File: src/design/stepgen_diag_regs.svh
// Purpose: Register offsets, field positions, reset values and counts
// Assumes: APB byte addresses, one 32-bit word per register
// Notes: Included by the step_generator_and_diag_flags module only
`ifndef STEPGEN_DIAG_REGS_SVH
`define STEPGEN_DIAG_REGS_SVH

// Register byte offsets
`define GLOBAL_CONFIG_OFS 8'h00
`define VELOCITY_SETPOINT_OFS 8'h04
`define STEP_INTERVAL_OFS 8'h08
`define MICROSTEP_POS_OFS 8'h0c
`define COND_FLAGS_OFS 8'h10

// Global config fields
`define CFG_DIAG_INDEX_BIT 0
`define CFG_DIAG_STEP_BIT 1
`define CFG_DRV_EN_BIT 2
`define CFG_RES_LSB 4
`define CFG_RES_MSB 7
`define CFG_RESET 7'h00

// Condition flag fields
`define FLG_OT_BIT 0
`define FLG_OTPW_BIT 1
`define FLG_PHASE_A_GROUND_SHORT_FLAG_BIT 2
`define FLG_PHASE_B_GROUND_SHORT_FLAG_BIT 3
`define FLG_S2VA_BIT 4
`define FLG_S2VB_BIT 5
`define FLG_OLA_BIT 6
`define FLG_OLB_BIT 7

// Counts
`define SHORT_RETRIES 3'h3
`define MAX_RES_LOG2 4'h8
`define MICROSTEP_POSITION_COUNT_W 10

`endif

File: src/design/stepgen_diag_pkg.sv
// Purpose: Types shared by the step generator and diagnostic flag logic
// Assumes: Constants come from stepgen_diag_regs.svh
// Notes: None
package stepgen_diag_pkg;
   typedef struct packed {
      logic [3:0] res_log2;
      logic drv_en;
      logic diag_step;
      logic diag_index;
   } global_config_t;

   typedef struct packed {
      logic olb;
      logic ola;
      logic phase_b_supply_short_flag;
      logic phase_a_supply_short_flag;
      logic phase_b_ground_short_flag;
      logic phase_a_ground_short_flag;
      logic otpw;
      logic overtemp_shutdown_flag;
   } cond_flags_t;
endpackage

File: src/design/step_accum.sv
// Purpose: Velocity driven microstep pulse generator (phase accumulator)
// Assumes: Signed velocity, same clock as the register block
// Notes: One pulse per accumulator overflow
`timescale 1ns/10ps
module step_accum #(
   parameter int VEL_W = 24
) (
   // Clock and reset
   input wire logic pclk,
   input wire logic presetn,
   // Velocity
   input wire logic [VEL_W-1:0] velocity,
   // Step request
   output logic step_r,
   output logic dir_r
);
   logic [VEL_W-1:0] acc_r;
   logic [VEL_W-1:0] mag;
   logic [VEL_W:0] sum;

   always_comb begin
      mag = velocity[VEL_W-1] ? VEL_W'(-velocity) : velocity;
      sum = {1'b0, acc_r} + {1'b0, mag};
   end

   // Magnitude added every cycle, no ramp
   always_ff @(posedge pclk or negedge presetn) begin
      if (!presetn) begin
         acc_r <= '0;
         step_r <= 1'b0;
         dir_r <= 1'b0;
      end else begin
         acc_r <= sum[VEL_W-1:0];
         step_r <= sum[VEL_W] & (velocity != '0);
         dir_r <= velocity[VEL_W-1];
      end
   end
endmodule

File: src/design/step_generator_and_diag_flags.sv
// Purpose: Microstep generator, step interval, position count, diagnostic flags
// Assumes: APB slave, pins synchronised by two flip-flops
// Notes: Sensor inputs are digital level outputs of the analog monitors
//
// Function
// - Internal steps at velocity times clock over 2^24, by phase accumulator.
// - Velocity is two's complement; sign gives direction, magnitude gives rate.
// - New velocity takes effect at once, no ramp.
// - Step interval is the clock count between successive microsteps.
// - Diag pin in step mode toggles once per executed microstep.
// - Position counter wraps from 1023 to 0 going forward.
// - Prewarning flag at the 120C level, shutdown flag at 150C.
// - After shutdown, bridges stay off until below the prewarning level.
// - A short is confirmed by three retries before switching off.
// - Confirmed short switches both bridges off and sets its phase flag.
// - After a short the driver stays off until disabled and re-enabled.
// - Open-load flag set when coil current cannot be reached.
// - Open-load flags take no protective action.
// - Diag pin in error mode is active on overtemperature shutdown or a confirmed short.
// - Diag pin in index mode is active at position zero.
// - Diag pin function selected by configuration bits.
// - Position spans 1024 counts, moved by step width per step.
`timescale 1ns/10ps
`include "stepgen_diag_regs.svh"
module step_generator_and_diag_flags #(
   parameter int VEL_W = 24,
   parameter int INT_W = 20
) (
   // APB
   input wire logic pclk,
   input wire logic presetn,
   input wire logic psel,
   input wire logic penable,
   input wire logic pwrite,
   input wire logic [7:0] paddr,
   input wire logic [31:0] pwdata,
   output logic [31:0] prdata,
   output logic pready,
   output logic pslverr,
   // Step and direction pins
   input wire logic step_in,
   input wire logic dir_in,
   // Temperature sensor levels
   input wire logic temp_warn_in,
   input wire logic temp_shut_in,
   // Short and open-load detectors
   input wire logic short_gnd_a_in,
   input wire logic short_gnd_b_in,
   input wire logic short_sup_a_in,
   input wire logic short_sup_b_in,
   input wire logic open_load_a_in,
   input wire logic open_load_b_in,
   // Driver outputs
   output logic bridge_enable,
   output logic diag_out,
   output logic [`MICROSTEP_POSITION_COUNT_W-1:0] microstep_position_count,
   output stepgen_diag_pkg::cond_flags_t driver_condition_flags
);
   import stepgen_diag_pkg::*;

   localparam int NSYNC = 10;

   global_config_t global_config_r;
   cond_flags_t cond_r;
   logic [VEL_W-1:0] velocity_setpoint_r;
   logic [INT_W-1:0] step_interval_cycles_r;
   logic [INT_W-1:0] since_step_r;
   logic [`MICROSTEP_POSITION_COUNT_W-1:0] microstep_position_count_r;
   logic [NSYNC-1:0] meta_r;
   logic [NSYNC-1:0] sync_r;
   logic step_prev_r;
   logic [3:0] short_prev_r;
   logic [2:0] retry_r [4];
   logic [3:0] short_r;
   logic ot_r;
   logic bridge_en_r;
   logic toggle_r;
   logic diag_r;
   logic pready_r;
   logic pslverr_r;
   logic [31:0] prdata_r;
   logic gen_step;
   logic gen_dir;
   logic int_active;
   logic step_ev;
   logic step_dir;
   logic exec;
   logic setup;
   logic wr_do;
   logic short_clr;
   logic [3:0] short_lvl;

   function automatic logic [`MICROSTEP_POSITION_COUNT_W-1:0] step_width(input logic [3:0] res);
      logic [3:0] r;
      r = (res > `MAX_RES_LOG2) ? `MAX_RES_LOG2 : res;
      step_width = `MICROSTEP_POSITION_COUNT_W'(1) << r;
   endfunction

   function automatic logic mapped(input logic [7:0] a);
      mapped = (a == `GLOBAL_CONFIG_OFS) || (a == `VELOCITY_SETPOINT_OFS) ||
               (a == `STEP_INTERVAL_OFS) || (a == `MICROSTEP_POS_OFS) ||
               (a == `COND_FLAGS_OFS);
   endfunction

   // Pin synchronisers
   always_ff @(posedge pclk or negedge presetn) begin
      if (!presetn) begin
         meta_r <= '0;
         sync_r <= '0;
      end else begin
         meta_r <= {open_load_b_in, open_load_a_in, short_sup_b_in, short_sup_a_in,
                    short_gnd_b_in, short_gnd_a_in, temp_shut_in, temp_warn_in,
                    dir_in, step_in};
         sync_r <= meta_r;
      end
   end

   // APB handshake, one wait-free access phase
   assign setup = psel & ~penable;
   assign wr_do = psel & penable & pready_r & pwrite;

   always_ff @(posedge pclk or negedge presetn) begin
      if (!presetn) begin
         pready_r <= 1'b0;
         pslverr_r <= 1'b0;
         prdata_r <= '0;
      end else begin
         pready_r <= setup;
         pslverr_r <= setup & ~mapped(paddr);
         if (setup && !pwrite) begin
            unique case (paddr)
               `GLOBAL_CONFIG_OFS: prdata_r <= {24'h00_0000, global_config_r.res_log2, 1'b0,
                                              global_config_r.drv_en, global_config_r.diag_step,
                                              global_config_r.diag_index};
               `VELOCITY_SETPOINT_OFS: prdata_r <= 32'(velocity_setpoint_r);
               `STEP_INTERVAL_OFS: prdata_r <= 32'(step_interval_cycles_r);
               `MICROSTEP_POS_OFS: prdata_r <= 32'(microstep_position_count_r);
               `COND_FLAGS_OFS: prdata_r <= 32'(cond_r);
               default: prdata_r <= 32'h0000_0000;
            endcase
         end else if (setup) begin
            prdata_r <= 32'h0000_0000;
         end
      end
   end

   // Register writes
   always_ff @(posedge pclk or negedge presetn) begin
      if (!presetn) begin
         global_config_r <= `CFG_RESET;
         velocity_setpoint_r <= '0;
      end else if (wr_do) begin
         if (paddr == `GLOBAL_CONFIG_OFS) begin
            global_config_r.diag_index <= pwdata[`CFG_DIAG_INDEX_BIT];
            global_config_r.diag_step <= pwdata[`CFG_DIAG_STEP_BIT];
            global_config_r.drv_en <= pwdata[`CFG_DRV_EN_BIT];
            global_config_r.res_log2 <= pwdata[`CFG_RES_MSB:`CFG_RES_LSB];
         end
         if (paddr == `VELOCITY_SETPOINT_OFS) begin
            velocity_setpoint_r <= pwdata[VEL_W-1:0];
         end
      end
   end

   // Internal generator
   step_accum #(.VEL_W(VEL_W)) u_accum (
      .pclk(pclk),
      .presetn(presetn),
      .velocity(velocity_setpoint_r),
      .step_r(gen_step),
      .dir_r(gen_dir)
   );

   // Step source select
   assign int_active = velocity_setpoint_r != '0;
   assign step_ev = int_active ? gen_step : (sync_r[0] & ~step_prev_r);
   assign step_dir = int_active ? gen_dir : sync_r[1];
   assign exec = step_ev & bridge_en_r;

   // Microstep position
   always_ff @(posedge pclk or negedge presetn) begin
      if (!presetn) begin
         step_prev_r <= 1'b0;
         microstep_position_count_r <= '0;
      end else begin
         step_prev_r <= sync_r[0];
         if (exec) begin
            if (step_dir) begin
               microstep_position_count_r <= microstep_position_count_r - step_width(global_config_r.res_log2);
            end else begin
               microstep_position_count_r <= microstep_position_count_r + step_width(global_config_r.res_log2);
            end
         end
      end
   end

   // Step interval measure, saturating
   always_ff @(posedge pclk or negedge presetn) begin
      if (!presetn) begin
         since_step_r <= '0;
         step_interval_cycles_r <= '0;
      end else if (step_ev) begin
         step_interval_cycles_r <= (since_step_r == '1) ? since_step_r :
                                   since_step_r + INT_W'(1);
         since_step_r <= '0;
      end else if (since_step_r != '1) begin
         since_step_r <= since_step_r + INT_W'(1);
      end
   end

   // Overtemperature hold
   always_ff @(posedge pclk or negedge presetn) begin
      if (!presetn) begin
         ot_r <= 1'b0;
      end else if (sync_r[3]) begin
         ot_r <= 1'b1;
      end else if (!sync_r[2]) begin
         ot_r <= 1'b0;
      end
   end

   // Short retry and latch
   assign short_lvl = sync_r[7:4];
   assign short_clr = wr_do && (paddr == `GLOBAL_CONFIG_OFS) && !pwdata[`CFG_DRV_EN_BIT];

   always_ff @(posedge pclk or negedge presetn) begin
      if (!presetn) begin
         short_prev_r <= '0;
         short_r <= '0;
         for (int i = 0; i < 4; i++) begin
            retry_r[i] <= '0;
         end
      end else begin
         short_prev_r <= short_lvl;
         for (int i = 0; i < 4; i++) begin
            if (short_lvl[i] && !short_prev_r[i]) begin
               if (retry_r[i] == `SHORT_RETRIES) begin
                  short_r[i] <= 1'b1;
               end else begin
                  retry_r[i] <= retry_r[i] + 3'h1;
               end
            end else if (short_clr) begin
               short_r[i] <= 1'b0;
               retry_r[i] <= '0;
            end
         end
      end
   end

   // Bridge enable, open load excluded
   always_ff @(posedge pclk or negedge presetn) begin
      if (!presetn) begin
         bridge_en_r <= 1'b0;
      end else begin
         bridge_en_r <= global_config_r.drv_en & ~ot_r & ~|short_r;
      end
   end

   // Condition flags
   always_ff @(posedge pclk or negedge presetn) begin
      if (!presetn) begin
         cond_r <= '0;
      end else begin
         cond_r.overtemp_shutdown_flag <= ot_r;
         cond_r.otpw <= sync_r[2];
         cond_r.phase_a_ground_short_flag <= short_r[0];
         cond_r.phase_b_ground_short_flag <= short_r[1];
         cond_r.phase_a_supply_short_flag <= short_r[2];
         cond_r.phase_b_supply_short_flag <= short_r[3];
         cond_r.ola <= sync_r[8];
         cond_r.olb <= sync_r[9];
      end
   end

   // Diagnostic pin
   always_ff @(posedge pclk or negedge presetn) begin
      if (!presetn) begin
         toggle_r <= 1'b0;
         diag_r <= 1'b0;
      end else begin
         if (exec) begin
            toggle_r <= ~toggle_r;
         end
         if (global_config_r.diag_step) begin
            diag_r <= toggle_r;
         end else if (global_config_r.diag_index) begin
            diag_r <= microstep_position_count_r == '0;
         end else begin
            diag_r <= ot_r | (|short_r);
         end
      end
   end

   assign prdata = prdata_r;
   assign pready = pready_r;
   assign pslverr = pslverr_r;
   assign bridge_enable = bridge_en_r;
   assign diag_out = diag_r;
   assign microstep_position_count = microstep_position_count_r;
   assign driver_condition_flags = cond_r;
endmodule

File: config.mk
export PLATFORM = sky130hd
export DESIGN_NAME = step_generator_and_diag_flags
export DESIGN_NICKNAME = d
export VERILOG_FILES = /design/src/design/stepgen_diag_pkg.sv /design/src/design/step_accum.sv /design/src/design/step_generator_and_diag_flags.sv
export VERILOG_INCLUDE_DIRS = /design/src /design/src/design
export SDC_FILE = /design/constraint.sdc
export NUM_CORES = 1
export LEC_CHECK = 0
export ABC_CLOCK_PERIOD_IN_PS = 3200
export CORE_ASPECT_RATIO = 0.6
export CORE_UTILIZATION = 30
export CTS_BUF_LIST = sky130_fd_sc_hd__clkbuf_8
export DETAILED_ROUTE_END_ITERATION = 10
export DONT_BUFFER_PORTS = 1
export MAX_ROUTING_LAYER = met4
export PLACE_DENSITY = 0.44
export SETUP_SLACK_MARGIN = 0.4
export SKIP_LAST_GASP = 1
export SLEW_MARGIN = 20
export SYNTH_ARGS = -nofsm -noshare
export SYNTH_HDL_FRONTEND = slang
export SYNTH_HIERARCHICAL = 1
export SYNTH_SLANG_ARGS = --single-unit
File: constraint.sdc
create_clock -name pclk -period 3.2 [get_ports pclk]
set_input_delay 0.16 -clock pclk [delete_from_list [all_inputs] [get_ports pclk]]
set_output_delay 0.16 -clock pclk [all_outputs]
set_load 0.01 [all_outputs]
==> metrics, run 1 <==
met3 WL post-DR=1.11 mm; CTS Root Cell=clkbuf_8; vias in the first global route=7,207; Synth top cells by count=186 x dfrtp_1, 101 x nand2_1, 86 x nor2_1; CTS tree=yes; Power Total=5.24 mW; pin count of the biggest net entering global routing=187; post-route clock skew=25.2 ps; HP Class=input pin to asynchronous set/reset pin; Hold Buf Count CTS=41; Final period util=103%; Seq/Total Area, Yosys=48.8%; clk_lat worst skew=510 ps; die height=140 um; PortBufs=0; DPL Wire Length=20.3 mm; Inserted Clock Buffers=17; Synth Flop Type=dfrtp_1; DRC Markers=0; CP Data Arrival Time=3730 ps; cell count after placement=1,415; Max Root-Sink Buffers=2; Top Ports=109; async set-reset flop share out of synthesis=100%; DR WL/cell=18.5 um; WL met2=11.7 mm; layout cells sized above 1=29.8%; Max FO, Critical Path=3; Leakage=5.76 nW; GRT Residual Overflow=0; Layout fillers=3,058; max cap viols=0; Worst Tran Pin Value=886 ps; Hold Slack=-670 ps; final setup vio count=5; Peak VDD IR=0.000268 V; CP required=3640 ps; multi-input logic area=0.00524 sq mm; Seq. cell area=0.00466 sq mm; crit path kind=flip-flop to flip-flop; Post-synth EDFFs=0; slowest stage delay, CP=480 ps; reg-to-reg slack, setup=-90 ps; global-route wire length before repair=43.4 mm; P&R area growth vs syn=31.0%; chip width=232 um; Warnings, synthesis=6; Synth area leaders=dfrtp_1 49%, ha_1 5.9%, mux2_2 4.7%, xnor2_1 4.0%, nand2_1 4.0%; WL final=28.0 mm; vias=7,448; Finished Layout Cells=1,519; Post-Syn Area per Cell=10.3 sq um; area leader, netlist=dfrtp_1; Max Clock Freq=304 MHz; cell count of the worst reg-to-reg path=15; CP Capture Type=flip-flop; slowest CP cell=or4b_1; max-slew violation count=0; failing checks=hold timing, setup timing; CP Cell Sequence=buf_6 > nor4_4 > buf_4 > buf_6 > nand4_1 > o21ai_0 > xnor2_1 > ha_1 > and3_1 > nand2_1 > nor3_1 > o211ai_2 > a31oi_2 > or4b_1 > nand3_1; Die Area=0.0325 sq mm; mapped cell area=0.00953 sq mm; Synth Register Bits=186; run status=finished, violations left; Top Metal Used=met4; Final nets=1,192; Top cell by count, worst path=buf_6; n_diodes=0; initial antenna violation count=1; met1 wire length=15.0 mm; RSZ-0062 raised after global routing=true; minimum clock period=3290 ps; Yosys cell types=79; core box area=0.0312 sq mm; Max transition margin=40.7%; pre-CTS setup slack=-240 ps; share of the synthesized area in the top cell type=48.8%; Power Density=420 mW/mm^2; Starting Density=30.5%; Rows=50; worst setup margin=-94.5 ps; DRT iter0 DRCs=486; CTS Sinks=186; Setup crit start kind=flip-flop; htree depth=4; Worst-path clk slew=130 ps; Vias/cell=4.90; First-pass DRT Iterations=5; GR Util All Layers=18.1%; final hold vios=186; GPL Wtd Cong=0.855; Routed Antenna Nets=0; Synth Instances=923; top-count cell post-synth=dfrtp_1
==> critical path: cells and delay by family, from the launching register on <==
family          cells  cell delay, ps
compound gates      3             630
xor+xnor            1             170
fa+ha+maj           1             270
buf+inv             3             380
flops               1             420
simple gates        7            1360
==> layer usage <==
layer	global-route usage, %	vias to the layer above
met2	24.4	129
li1	-	3610
met1	27.6	3691
met5	-	-
met4	2.70	0
met3	4.28	18
==> stage by stage <==
| step | hold slack [ps] | area (sq um) | util (%) | setup TNS, ps |
|---|---|---|---|---|
| global placement | -128 | 10800 | 34.6 | -738 |
| floorplan | -136 | 9690 | - | 0 |
| finish | -670 | 12500 | 40.0 | -286 |
| global route | -718 | 12500 | 40.0 | -2120 |
| detailed placement | -128 | 10800 | 34.6 | -1010 |
| CTS | -713 | 12100 | 38.9 | -544 |
==> cell families (layout without fill, tap and decap cells) <==
kind of cell	count (synthesis)	in the layout	share of synthesized area, %
AO/OA/AOI/OAI	211	211	14.5
XOR/XNOR	62	62	5.70
adder cells (fa/ha/maj)	47	47	6.33
buffers and inverters	63	236	3.12
flip-flops	186	186	48.8
multiplexers	53	53	6.09
other	1	8	0.0393
AND/OR/NAND/NOR	300	300	15.4
==> final timing paths <==
kind | from | to
max | velocity_setpoint_r[3]$_DFFE_PN0P_ | u_accum/acc_r[22]$_DFF_PN0_
min | presetn | u_accum/acc_r[11]$_DFF_PN0_
max reg2reg | velocity_setpoint_r[3]$_DFFE_PN0P_ | u_accum/acc_r[22]$_DFF_PN0_
min reg2reg | meta_r[5]$_DFF_PN0_ | sync_r[5]$_DFF_PN0_
max in group asynchronous | presetn | velocity_setpoint_r[0]$_DFFE_PN0P_
min in group pclk | paddr[4] | prdata[2]$_DFFE_PN0P_
==> cell type report <==
cell class,count,share of cell area [%]
Timing Repair Buffer,179,12.1
Clock inverter,15,1.74
Sequential cell,186,37.3
Inverter,25,0.772
Multi-Input combinational cell,681,42.0
Tap cell,416,4.17
Clock buffer,17,1.87
==> cells in the final DEF (no fill, tap or decap), types with 6 or more instances in the layout <==
cell | netlist | layout
conb_1 | 1 | 8
buf_6 | 1 | 16
o21ai_1 | 2 | 11
a22oi_1 | 12 | 12
nand3_1 | 19 | 16
nor2b_1 | 10 | 8
a21oi_2 | 0 | 15
nand4_1 | 9 | 9
mux2_2 | 40 | 40
a22o_1 | 8 | 8
xor2_1 | 18 | 17
nor2_1 | 86 | 77
buf_4 | 11 | 121
o2bb2ai_1 | 7 | 7
dfrtp_1 | 186 | 181
a221oi_1 | 7 | 7
a21oi_1 | 52 | 34
nand2_1 | 101 | 94
xnor2_1 | 44 | 37
nor2_2 | 1 | 9
nand2b_1 | 10 | 8
nor3_1 | 9 | 8
dlygate4sd3_1 | 0 | 41
clkbuf_8 | 0 | 17
inv_1 | 25 | 22
o21ai_0 | 61 | 48
ha_1 | 45 | 37
a21o_1 | 11 | 11
xnor2_2 | 0 | 6
mux2i_1 | 13 | 13
o21ai_2 | 2 | 6
==> flip-flops by register name, summed over array words and instances, names as in the netlist, 4 cells and up <==
signal,cells
global_config_r,7
short_prev_r,4
meta_r,10
velocity_setpoint_r,24
step_interval_cycles_r,20
retry_r,12
sync_r,10
u_accum/acc_r,24
since_step_r,20
short_r,4
prdata,24
microstep_position_count,10
driver_condition_flags,8
==> report_power, final <==
part	internal (mW)	total [mW]	switching, mW
combinational	0.375	0.733	0.358
sequential	2.54	2.70	0.159
clock	0.753	1.81	1.05
==> what timing repair did <==
| item | CTS | global route |
|---|---|---|
| setup buffers | 22 | 9 |
| setup endpoints to repair | 23 | 26 |
| pin swaps | 54 | 51 |
| resized for setup | 71 | 59 |
| endpoints found under the hold margin | 235 | 186 |
No activity file was read; power rests on OpenSTA's default activity.
==> run 2, diff against run 1 <==
- HOLD_SLACK_MARGIN: not set -> 0.02
==> metrics, run 2 (synthesized netlist as in run 1, its figures left out) <==
GRT Residual Overflow=0 (unchanged); global-route wire length before repair=43.4 mm (unchanged); htree depth=4 (unchanged); Peak VDD IR=0.000269 V (+0.46%); Hold Slack=-666 ps (+3.23 ps); P&R area growth vs syn=31.0% (unchanged); failing checks=hold timing, setup timing; DR WL/cell=18.5 um (about the same); die height=140 um (unchanged); Worst-path clk slew=130 ps (about the same); DRT iter0 DRCs=490 (+0.82%); final setup vio count=5 (unchanged); initial antenna violation count=1 (unchanged); max cap viols=0 (unchanged); WL final=28.0 mm (about the same); layout cells sized above 1=29.8% (unchanged); Worst Tran Pin Value=894 ps (+7.47 ps); core box area=0.0312 sq mm (unchanged); n_diodes=0 (unchanged); clock network fraction of design power=34.5% (about the same); CTS Sinks=186 (unchanged); CP Capture Type=flip-flop; Sequential Power Share=51.5% (about the same); Hold Buf Count CTS=41 (unchanged); Power Density=420 mW/mm^2 (about the same); Max Root-Sink Buffers=2 (unchanged); setup TNS=-326 ps (-39.2 ps); GR Util All Layers=18.1% (about the same); Max Clock Freq=304 MHz (about the same); post-route clock skew=23.9 ps (-1.26 ps); Leakage=5.76 nW (unchanged); Top Ports=109 (unchanged); post-route cell area=0.0125 sq mm (unchanged); vias=7,453 (+0.067%); Final period util=103% (about the same); GPL Wtd Cong=0.855 (unchanged); crit path kind=flip-flop to flip-flop; CP Data Arrival Time=3730 ps (about the same); DRC Markers=0 (unchanged); Final nets=1,192 (unchanged); PortBufs=0 (unchanged); CTS Root Cell=clkbuf_8; Inserted Clock Buffers=17 (unchanged); sw power=1.57 mW (+0.19%); commonest non-fill, non-tap cell in the layout=dfrtp_1; pin count of the biggest net entering global routing=187 (unchanged); power share of the combinational group=14.0% (about the same); DPL Wire Length=20.3 mm (unchanged); Rows=50 (unchanged); sw frac=30.0% (+0.039 points); Die Area=0.0325 sq mm (unchanged); commonest cells after routing, fill and taps aside=181 x dfrtp_1, 121 x buf_4, 94 x nand2_1; RSZ-0062 raised after global routing=true; Max transition margin=40.2% (-0.50 points); CTS tree=yes; run status=finished, violations left; Cell Area, Placed=0.0108 sq mm (unchanged); Routed Antenna Nets=0 (unchanged); Starting Density=30.5% (unchanged); Setup crit start kind=flip-flop; Vias/cell=4.91 (about the same); First-pass DRT Iterations=5 (unchanged); minimum clock period=3290 ps (-0.362 ps); CP required=3640 ps (about the same); HP Class=input pin to asynchronous set/reset pin; max-slew violation count=0 (unchanged); clk_lat worst skew=510 ps (about the same); final hold vios=186 (unchanged); chip width=232 um (unchanged); internal power=3.67 mW (about the same); worst setup margin=-94.1 ps (+0.362 ps); vias in the first global route=7,214 (+0.097%); Max FO, Critical Path=3 (unchanged)
==> run 2: cell counts in the layout (fill, tap and decap cells not counted) <==
No cell type changed its count.
==> run 2: repair_timing <==
item	in CTS	in global routing
setup buffers	22	9
endpoints found under the hold margin	238	186
cloned	0	0
resized for setup	71	59
endpoints found under the setup margin	23	26
pin swaps	54	51
==> run 2: worst max-delay path, cell delays in order, from the launching register on <==
cell and delay [ps]:
dfrtp_2 420, buf_6 120, nor4_4 280, buf_4 170
buf_6 90, nand4_1 130, o21ai_0 250, xnor2_1 170
ha_1 270, and3_1 170, nand2_1 130, nor3_1 80
o211ai_2 230, a31oi_2 150, or4b_1 480, nand3_1 90
==> run 2: worst paths after layout <==
path,start,to,slack (ps),cells after the start
worst min register to register,meta_r[5]$_DFF_PN0_,sync_r[5]$_DFF_PN0_,360,0
worst max-delay path,velocity_setpoint_r[3]$_DFFE_PN0P_,u_accum/acc_r[22]$_DFF_PN0_,-90,15
min in group pclk,paddr[4],prdata[1]$_DFFE_PN0P_,60,4
max in group asynchronous,presetn,velocity_setpoint_r[0]$_DFFE_PN0P_,3530,0
worst max register to register,velocity_setpoint_r[3]$_DFFE_PN0P_,u_accum/acc_r[22]$_DFF_PN0_,-90,15
worst min-delay path,presetn,u_accum/acc_r[11]$_DFF_PN0_,-670,0
==> run 2: final cells by class <==
cell class,instances,area [sq um]
multi-input combinational,681,5240
clock buffer,17,234
fill,3058,18700
sequential,186,4660
inverter,25,96.3
tap,416,520
timing repair buffer,179,1510
clock inverter,15,218
==> run 2: metrics by stage <==
stage | setup slack [ps] | utilization [%] | hold slack [ps] | instances | total power, mW
6_report | -94.1 | 40.0 | -666 | 1519 | 5.24
5_1_grt | -282 | 40.0 | -718 | 1519 | 5.52
4_1_cts | -101 | 38.9 | -713 | 1510 | 5.27
3_5_place_dp | -240 | 34.6 | -128 | 1415 | 3.35
3_3_place_gp | -205 | 34.6 | -128 | 1415 | 3.34
2_1_floorplan | 186 | - | -136 | 930 | 3.15
==> run 2: metal layers <==
layer | share of wire (%) | wire [um] | global-route usage, %
met5 | 0 | 0 | -
met4 | 0.97 | 272 | 2.70
met3 | 4.0 | 1120 | 4.28
met2 | 42 | 11700 | 24.4
met1 | 53 | 15000 | 27.5
==> run 2: power groups by stage <==
| stage | Clock [mW] | Combinational, mW | Sequential (mW) |
|---|---|---|---|
| floorplan | 0 | 0.463 | 2.69 |
| global placement | 0 | 0.599 | 2.74 |
| CTS | 1.88 | 0.695 | 2.70 |
| global route | 1.97 | 0.824 | 2.73 |
| detailed placement | 0 | 0.610 | 2.74 |
| finish | 1.81 | 0.734 | 2.70 |
